`config.mk`:
```
export PLATFORM = sky130hd
export DESIGN_NAME = fsl_status_led
export DESIGN_NICKNAME = d
export VERILOG_FILES = /design/src/core/fsl_pkg.sv /design/src/core/fsl_pat_if.sv /design/src/core/fsl_pattern_gen.sv /design/src/core/fsl_status_led.sv
export VERILOG_INCLUDE_DIRS = /design/src /design/src/core
export SDC_FILE = /design/constraint.sdc
export NUM_CORES = 1
export LEC_CHECK = 0
export BUFFER_PORTS_ARGS = -buffer_cell sky130_fd_sc_hd__buf_2
export CAP_MARGIN = 20
export CORE_AREA = 2 2 116 118
export CTS_CLUSTER_DIAMETER = 120
export CTS_CLUSTER_SIZE = 8
export DETAILED_ROUTE_END_ITERATION = 10
export DIE_AREA = 0 0 118 120
export PLACE_DENSITY_LB_ADDON = 0.2
export RECOVER_POWER = 50
export SLEW_MARGIN = 15
export SYNTH_ARGS = -nofsm -noshare
export SYNTH_HDL_FRONTEND = slang
export SYNTH_SLANG_ARGS = --single-unit
```
`constraint.sdc`:
```
create_clock -name clock -period 3.1 [get_ports clock]
set_input_delay 0.155 -clock clock [delete_from_list [all_inputs] [get_ports clock]]
set_output_delay 0.155 -clock clock [all_outputs]
set_load 0.05 [all_outputs]
```
`src/core/fsl_consts.svh`:
```
/*
  Named constants of the fieldbus status indicator driver: clock and tick timing,
  pattern phase lengths, slave state codes and counter widths.
  Assumes it is included by bare name wherever a constant is used.
*/
`ifndef FSL_CONSTS_SVH
`define FSL_CONSTS_SVH

// Clock and millisecond tick
`define FSL_CLK_PERIOD_PS     25000
`define FSL_TICK_PERIOD_MS    1
`define FSL_PS_PER_MS         1000000000
`define FSL_TICK_CNT_W        16

// Pattern phase lengths in milliseconds
`define FSL_FLICKER_MS        10'd50
`define FSL_BLINK_MS          10'd200
`define FSL_FLASH_ON_MS       10'd200
`define FSL_FLASH_OFF_MS      10'd1000
`define FSL_MS_CNT_W          10
`define FSL_STEP_W            2

// Activity on a port is stretched so that single frames still flicker visibly
`define FSL_ACT_HOLD_MS       7'd100
`define FSL_ACT_CNT_W         7

// Slave state machine codes as presented by the slave controller
`define FSL_STATE_W           4
`define FSL_ST_INIT           4'h1
`define FSL_ST_PREOP          4'h2
`define FSL_ST_BOOT           4'h3
`define FSL_ST_SAFEOP         4'h4
`define FSL_ST_OP             4'h8

// Indicator channels
`define FSL_NUM_PORTS         2
`define FSL_NUM_CHAN          4
`define FSL_CH_RUN            0
`define FSL_CH_ERR            1
`define FSL_CH_LINK0          2

`endif

```
`src/core/fsl_pkg.sv`:
```
/*
  Types of the fieldbus status indicator driver.
  Assumes fsl_consts.svh sits beside it for the numeric constants.
*/
package fsl_pkg;

  // Indicator patterns; each non-constant one begins with its lit phase
  typedef enum logic [2:0] {
    PAT_OFF,
    PAT_ON,
    PAT_FLICKER,
    PAT_BLINK,
    PAT_SINGLE,
    PAT_DOUBLE
  } fsl_pat_t;

endpackage

```
`src/core/fsl_pat_if.sv`:
```
/*
  Link between the indicator top and one pattern generator: the shared
  millisecond tick, the pattern to show, and the resulting indicator level.
  Assumes both ends run on the same clock.
*/
`timescale 1ns/1ps
interface fsl_pat_if;
  import fsl_pkg::*;

  logic     tick;
  fsl_pat_t pat;
  logic     led;

  modport gen (input tick, input pat, output led);
  modport src (output tick, output pat, input led);
endinterface

```
`src/core/fsl_pattern_gen.sv`:
```
/*
  One indicator pattern generator: steps through lit and dark phases counted
  in millisecond ticks and restarts at the lit phase when the pattern changes.
  Assumes the tick is a one-cycle pulse on the same clock.
*/
`timescale 1ns/1ps
`include "fsl_consts.svh"
module fsl_pattern_gen
  import fsl_pkg::*;
(
  // Clock and reset
  input wire logic clock,
  input wire logic rst,
  // Pattern link
  fsl_pat_if.gen   bus
);

  logic [`FSL_MS_CNT_W-1:0] msCnt_ff;
  logic [`FSL_MS_CNT_W-1:0] nxt_msCnt;
  logic [`FSL_STEP_W-1:0]   step_ff;
  logic [`FSL_STEP_W-1:0]   nxt_step;
  fsl_pat_t                 last_ff;
  fsl_pat_t                 nxt_last;
  logic                     led_ff;
  logic                     nxt_led;

  ////////////////////////////////////////////////////////////////////////////
  // Phase length of each step; even steps are lit, odd steps dark
  function automatic logic [`FSL_MS_CNT_W-1:0] stepLen(input fsl_pat_t p, input logic [`FSL_STEP_W-1:0] s);
    logic [`FSL_MS_CNT_W-1:0] len;
    len = `FSL_BLINK_MS;
    case (p)
      PAT_FLICKER: len = `FSL_FLICKER_MS; // RQ15
      PAT_BLINK:   len = `FSL_BLINK_MS;
      PAT_SINGLE:  len = s[0] ? `FSL_FLASH_OFF_MS : `FSL_FLASH_ON_MS;
      PAT_DOUBLE:  len = (s == 2'h3) ? `FSL_FLASH_OFF_MS : `FSL_FLASH_ON_MS; // RQ15
      default:     len = `FSL_BLINK_MS;
    endcase
    return len;
  endfunction

  function automatic logic [`FSL_STEP_W-1:0] lastStep(input fsl_pat_t p);
    return (p == PAT_DOUBLE) ? 2'h3 : 2'h1;
  endfunction

  ////////////////////////////////////////////////////////////////////////////
  always_comb begin
    nxt_msCnt = msCnt_ff;
    nxt_step  = step_ff;
    nxt_last  = bus.pat;
    if (bus.pat != last_ff) begin
      nxt_msCnt = '0; // RQ17
      nxt_step  = '0;
    end else if (bus.tick) begin
      if (msCnt_ff >= stepLen(bus.pat, step_ff) - 10'h001) begin
        nxt_msCnt = '0;
        nxt_step  = (step_ff >= lastStep(bus.pat)) ? 2'h0 : step_ff + 2'h1;
      end else begin
        nxt_msCnt = msCnt_ff + 10'h001;
      end
    end
    case (bus.pat)
      PAT_OFF: nxt_led = 1'b0;
      PAT_ON:  nxt_led = 1'b1;
      default: nxt_led = ~nxt_step[0];
    endcase
  end

  always_ff @(posedge clock) begin
    if (rst) begin
      msCnt_ff <= '0;
      step_ff  <= '0;
      last_ff  <= PAT_OFF;
      led_ff   <= 1'b0; // RQ17
    end else begin
      msCnt_ff <= nxt_msCnt;
      step_ff  <= nxt_step;
      last_ff  <= nxt_last;
      led_ff   <= nxt_led;
    end
  end

  assign bus.led = led_ff;

endmodule

```
`src/core/fsl_status_led.sv`:
```
/*
  Fieldbus status indicator driver: run, error and per-port link/activity
  indicators of the network interface, with the automatic drop to
  safe-operational on a synchronisation error.
  Assumes all status inputs come from slave controller logic on this clock.

  // How it works
  // RQ1 - Run indicator dark while slave is in init.
  // RQ2 - Run indicator blinks 200 ms lit, 200 ms dark in pre-operational.
  // RQ3 - Run indicator single-flashes 200 ms lit, 1000 ms dark in safe-operational.
  // RQ4 - Run indicator steadily lit in operational.
  // RQ5 - Run indicator flickers while booting, before init is reached.
  // RQ6 - Error indicator dark when no error is present.
  // RQ7 - Error indicator flickers on a booting error.
  // RQ8 - Error indicator blinks 200/200 ms on an impossible state change request.
  // RQ9 - Sync error forces safe-operational and single-flashes the error indicator.
  // RQ10 - Error indicator double-flashes on sync-manager watchdog timeout.
  // RQ11 - Error indicator steadily lit on process data interface watchdog timeout.
  // RQ12 - Link indicator dark without cable or with controller not started.
  // RQ13 - Link indicator flickers while frames are exchanged on that port.
  // RQ14 - Link indicator steadily lit with link but no traffic.
  // RQ15 - Flicker is 50/50 ms; double flash is 200,200,200 lit-dark-lit then 1000 dark.
  // RQ16 - Simultaneous errors show only the highest-priority one.
  // RQ17 - One millisecond tick times everything; patterns restart lit; reset clears indicators.
*/
`timescale 1ns/1ps
`include "fsl_consts.svh"
module fsl_status_led
  import fsl_pkg::*;
#(
  parameter int TICK_CYCLES = (`FSL_TICK_PERIOD_MS * `FSL_PS_PER_MS) / `FSL_CLK_PERIOD_PS
)
(
  // Clock and reset
  input  wire logic                     clock,
  input  wire logic                     rst,
  // Slave state and controller status
  input  wire logic [`FSL_STATE_W-1:0]  slaveState,
  input  wire logic                     ctrlStarted,
  // Error conditions, levels
  input  wire logic                     bootErr,
  input  wire logic                     badStateReq,
  input  wire logic                     syncErr,
  input  wire logic                     smWatchdog,
  input  wire logic                     pdiWatchdog,
  // Port status
  input  wire logic [`FSL_NUM_PORTS-1:0] linkUp,
  input  wire logic [`FSL_NUM_PORTS-1:0] frameSeen,
  // Requests to the slave state machine
  output logic                          safeOpReq,
  // Indicators, high is lit
  output logic                          runLed,
  output logic                          errLed,
  output logic [`FSL_NUM_PORTS-1:0]     linkLed
);

  ////////////////////////////////////////////////////////////////////////////
  // Free-running millisecond tick shared by all generators
  logic [`FSL_TICK_CNT_W-1:0] tickCnt_ff;
  logic [`FSL_TICK_CNT_W-1:0] nxt_tickCnt;
  logic                       tick_ff;
  logic                       nxt_tick;

  always_comb begin
    nxt_tick    = 1'b0;
    nxt_tickCnt = tickCnt_ff + 16'h0001;
    if (tickCnt_ff >= `FSL_TICK_CNT_W'(TICK_CYCLES - 1)) begin
      nxt_tickCnt = '0; // RQ17
      nxt_tick    = 1'b1;
    end
  end

  always_ff @(posedge clock) begin
    if (rst) begin
      tickCnt_ff <= '0;
      tick_ff    <= 1'b0;
    end else begin
      tickCnt_ff <= nxt_tickCnt;
      tick_ff    <= nxt_tick;
    end
  end

  ////////////////////////////////////////////////////////////////////////////
  // Run indicator pattern from the slave state
  fsl_pat_t runPat;

  always_comb begin
    case (slaveState)
      `FSL_ST_INIT:   runPat = PAT_OFF;     // RQ1
      `FSL_ST_PREOP:  runPat = PAT_BLINK;   // RQ2
      `FSL_ST_SAFEOP: runPat = PAT_SINGLE;  // RQ3
      `FSL_ST_OP:     runPat = PAT_ON;      // RQ4
      `FSL_ST_BOOT:   runPat = PAT_FLICKER; // RQ5
      default:        runPat = PAT_OFF;
    endcase
  end

  ////////////////////////////////////////////////////////////////////////////
  // Error indicator pattern, highest priority first
  fsl_pat_t errPat;

  always_comb begin
    if (pdiWatchdog) begin
      errPat = PAT_ON;      // RQ11 RQ16
    end else if (smWatchdog) begin
      errPat = PAT_DOUBLE;  // RQ10 RQ16
    end else if (syncErr) begin
      errPat = PAT_SINGLE;  // RQ9 RQ16
    end else if (badStateReq) begin
      errPat = PAT_BLINK;   // RQ8 RQ16
    end else if (bootErr) begin
      errPat = PAT_FLICKER; // RQ7 RQ16
    end else begin
      errPat = PAT_OFF;     // RQ6
    end
  end

  ////////////////////////////////////////////////////////////////////////////
  // Safe-operational request on a new sync error while above safe-operational
  logic syncPrev_ff;
  logic nxt_syncPrev;
  logic safeOpReq_ff;
  logic nxt_safeOpReq;

  always_comb begin
    nxt_syncPrev  = syncErr;
    nxt_safeOpReq = syncErr & ~syncPrev_ff & (slaveState == `FSL_ST_OP); // RQ9
  end

  always_ff @(posedge clock) begin
    if (rst) begin
      syncPrev_ff  <= 1'b0;
      safeOpReq_ff <= 1'b0;
    end else begin
      syncPrev_ff  <= nxt_syncPrev;
      safeOpReq_ff <= nxt_safeOpReq;
    end
  end

  assign safeOpReq = safeOpReq_ff;

  ////////////////////////////////////////////////////////////////////////////
  // Per-port activity stretch and link pattern
  fsl_pat_t linkPat [`FSL_NUM_PORTS];

  genvar p;
  generate
    for (p = 0; p < `FSL_NUM_PORTS; p++) begin : g_port
      logic [`FSL_ACT_CNT_W-1:0] actCnt_ff;
      logic [`FSL_ACT_CNT_W-1:0] nxt_actCnt;

      always_comb begin
        nxt_actCnt = actCnt_ff;
        if (frameSeen[p]) begin
          nxt_actCnt = `FSL_ACT_HOLD_MS;
        end else if (tick_ff && (actCnt_ff != '0)) begin
          nxt_actCnt = actCnt_ff - 7'h01;
        end
        if (!ctrlStarted || !linkUp[p]) begin
          linkPat[p] = PAT_OFF;     // RQ12
        end else if (frameSeen[p] || (actCnt_ff != '0)) begin
          linkPat[p] = PAT_FLICKER; // RQ13
        end else begin
          linkPat[p] = PAT_ON;      // RQ14
        end
      end

      always_ff @(posedge clock) begin
        if (rst) begin
          actCnt_ff <= '0;
        end else begin
          actCnt_ff <= nxt_actCnt;
        end
      end
    end
  endgenerate

  ////////////////////////////////////////////////////////////////////////////
  // Pattern generators, one per indicator
  fsl_pat_if chan [`FSL_NUM_CHAN] ();
  fsl_pat_t  chanPat [`FSL_NUM_CHAN];
  logic [`FSL_NUM_CHAN-1:0] chanLed;

  assign chanPat[`FSL_CH_RUN] = runPat;
  assign chanPat[`FSL_CH_ERR] = errPat;

  genvar c;
  generate
    for (c = 0; c < `FSL_NUM_PORTS; c++) begin : g_linkmap
      assign chanPat[`FSL_CH_LINK0 + c] = linkPat[c];
    end
    for (c = 0; c < `FSL_NUM_CHAN; c++) begin : g_chan
      assign chan[c].tick = tick_ff; // RQ17
      assign chan[c].pat  = chanPat[c];
      assign chanLed[c]   = chan[c].led;
      fsl_pattern_gen u_gen (
        .clock (clock),
        .rst   (rst),
        .bus   (chan[c])
      );
    end
  endgenerate

  assign runLed  = chanLed[`FSL_CH_RUN];
  assign errLed  = chanLed[`FSL_CH_ERR];
  assign linkLed = chanLed[`FSL_CH_LINK0 +: `FSL_NUM_PORTS];

endmodule

```
# [After elaboration in Yosys (flattened, before gate mapping)]
# Cells that the tools add are included.
[word_totals] ff_bits=97 in_bits=16 out_inout_bits=5
[op_classes] n_addsub=15 n_lt_le_gt_ge=9 n_eq_ne=28 muxes=63 n_bitwise=7 n_reduce_logical=28
[ops] op="$mux W10" n=20
[ops] op="$pmux W10 S3" n=4
[ops] op="$add A10 B1 Y10 const B" n=4
[ops] op="$ge A10 B10 Y1" n=4
[ops] op="$sub A10 B1 Y10 const B" n=4
[ops] op="$mux W2" n=14
[ops] op="$mux W7" n=4
[ops] op="$add A16 B1 Y16 const B" n=1
[ops] op="$ge A16 B16 Y1 const B" n=1
[ops] op="$reduce_bool A7 Y1" n=2
[ops] op="$reduce_or A2 Y1" n=7
[ops] op="$sub A7 B1 Y7 const B" n=2
[ops] op="$mux W1" n=13
[ops] op="$eq A2 B2 Y1 const B" n=6
[ops] op="$eq A2 B3 Y1 const B" n=4
[ops] op="$eq A3 B3 Y1 const B" n=4
[ops] op="$logic_not A3 Y1" n=4
[ops] op="$pmux W3 S4" n=1
[ops] op="$mux W3" n=3
[ops] op="$add A2 B1 Y2 const B" n=4
[ops] op="$eq A4 B2 Y1 const B" n=2
[ops] op="$ge A2 B2 Y1" n=4
[ops] op="$pmux W1 S2" n=4
[ops] op="$reduce_and A2 Y1" n=4
[ops] op="13 further kinds" n=30

# [Logic depth before layout (Yosys ltp)]
[depth] depth_word=16 depth_mapped=12 depth_no_buf=12

# [By module]
# From an unflattened synthesis, not the netlist that was laid out.
[unflattened] cells_unflattened=602 area_unflattened_um2=5407.7
[modules_own_cells] mod="fsl_pattern_gen at g_chan[1].u_gen ..." n_inst=3 cells_each=103 area_per_inst_um2=939.7
[modules_own_cells] mod="fsl_status_led" n_inst=1 cells_each=190 area_per_inst_um2=1611.5
[modules_own_cells] mod="fsl_pattern_gen at g_chan[0].u_gen" n_inst=1 cells_each=103 area_per_inst_um2=977.2

# [Worst setup path after synthesis]
# OpenSTA, ideal clock, no wires.
[synth_path] path_type="register to register" startpoint="register g_port[0].actCnt_ff[0]" endpoint="register g_chan[2].u_gen.led_ff" setup_time_ps=133 arrival_ps=2839 setup_slack_ps=129 stages_incl_launch_ff=13 period_less_slack_ps=2971 path_cell_list="dfxtp_1 > inv_1 > ha_1 > nor3b_1 > nand3_1 > nand3_1 > inv_1 > ha_1 > a2111oi_0 > o21a_1 > o21ai_0 > a2111oi_0 > nor4_1"
[synth_via] elab_chain_len=15
[synth_lines] element="start: declaration" line_no="fsl_status_led.sv:149" text="logic [`FSL_ACT_CNT_W-1:0] actCnt_ff;"
[synth_lines] element="start signal: assignment" line_no="fsl_status_led.sv:172" text="actCnt_ff <= nxt_actCnt;"
[synth_lines] element="$reduce_bool A7 Y1 (*)" line_no="fsl_status_led.sv:161" text="end else if (frameSeen[p] || (actCnt_ff != '0)) begin"
[synth_lines] element="$logic_or A1 B1 Y1 (*)" line_no="fsl_status_led.sv:161"
[synth_lines] element="$mux W2 (*)" line_no="fsl_status_led.sv:161"
[synth_lines] element="$mux W2 (*)" line_no="fsl_status_led.sv:159" text="if (!ctrlStarted || !linkUp[p]) begin"
[synth_lines] element="via chan[2].pat[1]" line_no="fsl_pat_if.sv:11" text="fsl_pat_t pat;"
[synth_lines] element="$eq A2 B3 Y1 (tied with other cells)" line_no="fsl_pattern_gen.sv:32, fsl_pattern_gen.sv:43"
[synth_lines] element="$pmux W10 S3" line_no="fsl_pattern_gen.sv:32" text="case (p)"
[synth_lines] element="$mux W10" line_no="fsl_pattern_gen.sv:54" text="end else if (bus.tick) begin"
[synth_lines] element="$mux W10" line_no="fsl_pattern_gen.sv:51" text="if (bus.pat != last_ff) begin"
[synth_lines] element="$sub A10 B1 Y10" line_no="fsl_pattern_gen.sv:55" text="if (msCnt_ff >= stepLen(bus.pat, step_ff) - 10'h001) begin"
[synth_lines] element="$ge A10 B10 Y1" line_no="fsl_pattern_gen.sv:55"
[synth_lines] element="$mux W1" line_no="fsl_pattern_gen.sv:55"
[synth_lines] element="$mux W1" line_no="fsl_pattern_gen.sv:54"
[synth_lines] element="$mux W1" line_no="fsl_pattern_gen.sv:51"
[synth_lines] element="$not A1 Y1" line_no="fsl_pattern_gen.sv:65" text="default: nxt_led = ~nxt_step[0];"
[synth_lines] element="$pmux W1 S2 (*)" line_no="fsl_pattern_gen.sv:62" text="case (bus.pat)"
[synth_lines] element="end signal: assignment" line_no="fsl_pattern_gen.sv:79" text="led_ff <= nxt_led;"
[synth_lines] element="end: declaration" line_no="fsl_pattern_gen.sv:24" text="logic led_ff;"
# Mark *: on every way through the listed nets, which the timed path passes. The rest lies on a longest branch. The select of a mux whose other input is x is not followed.
# A chain may end at the register's enable or synchronous reset.

# [Final worst setup path]
[layout_path] startpoint="register g_port[1].actCnt_ff[0]" endpoint="register g_chan[3].u_gen.led_ff"
[layout_via] elab_chain_len=15
[layout_lines] element="start: declaration" line_no="fsl_status_led.sv:149"
[layout_lines] element="start signal: assignment" line_no="fsl_status_led.sv:172"
[layout_lines] element="$reduce_bool A7 Y1 (*)" line_no="fsl_status_led.sv:161"
[layout_lines] element="$logic_or A1 B1 Y1 (*)" line_no="fsl_status_led.sv:161"
[layout_lines] element="$mux W2 (*)" line_no="fsl_status_led.sv:161"
[layout_lines] element="$mux W2 (*)" line_no="fsl_status_led.sv:159"
[layout_lines] element="via chan[3].pat[1]" line_no="fsl_pat_if.sv:11"
[layout_lines] element="$eq A2 B3 Y1 (tied with other cells)" line_no="fsl_pattern_gen.sv:32, fsl_pattern_gen.sv:43"
[layout_lines] element="$pmux W10 S3" line_no="fsl_pattern_gen.sv:32"
[layout_lines] element="$mux W10" line_no="fsl_pattern_gen.sv:54"
[layout_lines] element="$mux W10" line_no="fsl_pattern_gen.sv:51"
[layout_lines] element="$sub A10 B1 Y10" line_no="fsl_pattern_gen.sv:55"
[layout_lines] element="$ge A10 B10 Y1" line_no="fsl_pattern_gen.sv:55"
[layout_lines] element="$mux W1" line_no="fsl_pattern_gen.sv:55"
[layout_lines] element="$mux W1" line_no="fsl_pattern_gen.sv:54"
[layout_lines] element="$mux W1" line_no="fsl_pattern_gen.sv:51"
[layout_lines] element="$not A1 Y1" line_no="fsl_pattern_gen.sv:65"
[layout_lines] element="$pmux W1 S2 (*)" line_no="fsl_pattern_gen.sv:62"
[layout_lines] element="end signal: assignment" line_no="fsl_pattern_gen.sv:79"
[layout_lines] element="end: declaration" line_no="fsl_pattern_gen.sv:24"
# Marks and branches as above.

==> impl_results.md <==
- Final period util: 0.922
- Drt drc: 0
- Leading area contributor after synthesis: dfxtp_1
- Fin. max-slew vios: 0
- Final Hold Fails: 0
- Clk buf depth: 2
- # resized after CTS: 0
- Initial Utilization: 0.399
- Gr ovfl total: 0
- Slew headroom: 0.481
- Post-route minimum period: 2.86 ns
- Post-synth EDFFs: 0
- WP data required: 3.31 ns
- Die X-Extent: 118 µm
- Library cells used by synthesis: 57
- Crit end category: flip-flop
- GRT met3 Usage: 0.0261
- CP Buf/Inv Count: 2
- Main flop type after synthesis: dfxtp_1
- Leakage: 0.00221 µW
- Area of the mapped netlist: 0.00518 mm²
- Max Clock Freq: 350 MHz
- Met1 usage: 0.206
- DR vias/cell: 5.24
- Setup Skew: 0.00923 ns
- Routed wire per std cell: 13.0 µm
- Clk root buf: clkbuf_16
- Reg2reg setup slack: 0.24 ns
- Detailed Place HPWL: 7.41 mm
- Cts-stage hold buffer count: 0
- Htree depth: 3
- Total CTS buffers: 9
- Hold_ws: 0.0280 ns
- Worst-Margin Slew: 0.773 ns
- Antenna fix cells: 0
- Global route hottest layer: met2
- Fillers: 1300
- Clock slew at reported path FFs: 0.06 ns
- Via count: 4198
- Commonest cells post-synth: 95 x dfxtp_1, 58 x nor2_1, 46 x nand2_1
- Die height: 120 µm
- Largest net degree at the start of global routing: 32
- Num ports: 21
- Vias in the first global route: 3986
- Initial drt markers: 162
- Fraction of registers with async set/reset: 0
- Syn Area/Cell: 8.73 µm²
- Sequential share of the synthesized area: 0.367
- Most numerous cell in the Yosys netlist: dfxtp_1
- Critical path data arrival time: 3.07 ns
- Clk sinks: 95
- Worst skew pair latency: 0.35 ns
- Setup CP Type: reg2reg
- Final antenna-violating net count: 0
- Outcome: finished, final reports clean
- Post-synth top area share: 0.367
- IO buf count: 20
- Hold crit path type: in2reg
- Fin nets: 681
- Crit path largest cell delay: 0.44 ns
- Die ar.: 0.0142 mm²
- CP max-delay cell: a2111oi_1
- Crit path cell chain: inv_1 -> ha_1 -> nor3b_2 -> nand3_1 -> nand3_1 -> inv_1 -> ha_1 -> a2111oi_1 -> o21a_1 -> o21ai_0 -> a2111oi_1 -> nor4_1
- RSZ-0062 raised after global routing: false
- Total track usage: 0.156
- Postcts setup bufs: 0
- Synth Register Bits: 95
- Final setup viols: 0
- RePlAce Congestion: 0.811
- M2 GR Usage: 0.252
- Setup TNS: 0 ns
- Crit Path Max Fanout: 4
- Top Family by Delay on Critical Path: compound AO/OA/AOI/OAI gates
- Row cnt: 42
- Top post-synthesis cells by area: dfxtp_1 37%, ha_1 10%, xor2_1 6.9%
- Syn. warnings: 0
- Power Density: 432 mW/mm²
- Post-Syn Instances: 593
- Antenna violations before repair: 0
- Max rail drop VDD: 0.000260 V
- TritonCTS clock tree: yes
- Final wirelength: 10.4 mm
- Max-cap violations: 0
- Share of post-route cells with drive strength above 1: 0.0960
- CP startpoint kind: flip-flop
- Area growth syn-to-layout: 11.9%
- CORE AREA: 0.0130 mm²
- DRT Pass-1 Iters: 4
- First-pass GRT wire length: 18.3 mm
==> registers in the layout, summed over array words and instances, names as in the netlist <==
signal and count:
g_chan.u_gen.last_ff 10, safeOpReq 1, tickCnt_ff 16, g_port.actCnt_ff 14, chan.tick 1, g_chan.u_gen.step_ff 8, g_chan.u_gen.msCnt_ff 40, g_chan.u_gen.bus.led 4
syncPrev_ff 1
==> per-layer routing <==
| metal | vias to the layer above | wire [µm] | part of all wire |
|---|---|---|---|
| li1 | 2180 | - | - |
| met1 | 1958 | 5120 | 0.49 |
| met2 | 47 | 4720 | 0.45 |
| met3 | 13 | 337 | 0.032 |
| met4 | 0 | 199 | 0.019 |
| met5 | - | 0 | 0 |
==> path summary, 6_finish.rpt <==
check	depth (start not counted)	startpoint	to
worst max-delay path	12	g_port[1].actCnt_ff[0]$_SDFFE_PP0P_	g_chan[3].u_gen.bus.led$_SDFF_PP0_
worst min-delay path	2	frameSeen[1]	g_port[1].actCnt_ff[0]$_SDFFE_PP0P_
worst max register to register	12	g_port[1].actCnt_ff[0]$_SDFFE_PP0P_	g_chan[3].u_gen.bus.led$_SDFF_PP0_
worst min register to register	1	tickCnt_ff[0]$_SDFF_PP0_	tickCnt_ff[0]$_SDFF_PP0_
==> report_power, final <==
part | switching [µW] | total [µW] | internal (µW) | leakage [µW]
clock | 453 | 1090 | 635 | 0.000140
sequential | 13.9 | 1250 | 1240 | 0.000770
combinational | 105 | 164 | 58.7 | 0.00130
total | 572 | 2500 | 1930 | 0.00221
==> worst register-to-register path, delay by kind of cell, from the launching register on <==
kind / cells / cell delay, ns
AND/OR/NAND/NOR: 4 / 0.55
AO/OA/AOI/OAI: 4 / 1.17
flip-flops: 1 / 0.33
adder cells (fa/ha/maj): 2 / 0.52
buffers and inverters: 2 / 0.16
==> final cells by class <==
class                      count  area, µm²  share of cell area
tap                          176        220              0.0380
clock buffer                  10        239              0.0412
multi-input combinational    455       3110               0.536
inverter                      29        109              0.0188
timing repair buffer          32        174              0.0300
clock inverter                 4       47.5             0.00820
sequential                    95       1900               0.328
==> per-stage QoR <==
stage | total power [µW] | instance area, µm² | std cells | utilization | setup WS, ns
2_1_floorplan | 1390 | 5190 | 595 | - | 0.129
3_3_place_gp | 1440 | 5510 | 786 | 0.425 | 0.240
3_5_place_dp | 1440 | 5510 | 786 | 0.425 | 0.104
4_1_cts | 2540 | 5800 | 800 | 0.447 | 0.0776
5_1_grt | 2600 | 5800 | 801 | 0.447 | 0.0101
6_report | 2500 | 5800 | 801 | 0.447 | 0.241
==> cells by family (layout without fill, tap and decap cells) <==
family,Yosys count,in the layout,synth area share
AO/OA/AOI/OAI,108,108,0.143
buffers and inverters,45,75,0.0360
flip-flops,95,95,0.367
multiplexers,6,6,0.0116
XOR/XNOR,59,59,0.0998
adder cells (fa/ha/maj),43,43,0.104
other,1,3,0.000724
AND/OR/NAND/NOR,236,236,0.238
==> placed cells by master, fill, tap and decap left out, drive strengths merged, types with 7 or more instances in the layout <==
master / Yosys / routed
o21ai: 20 / 20
inv: 29 / 29
and3: 19 / 19
nand3: 28 / 28
buf: 10 / 20
nand2: 46 / 46
a21oi: 35 / 35
nor3: 36 / 36
ha: 43 / 43
a2111oi: 7 / 7
xnor2: 18 / 18
clkbuf: 6 / 22
nor2: 58 / 58
xor2: 41 / 41
dfxtp: 95 / 95
nand4: 14 / 14
No activity file was read; power rests on OpenSTA's default activity.
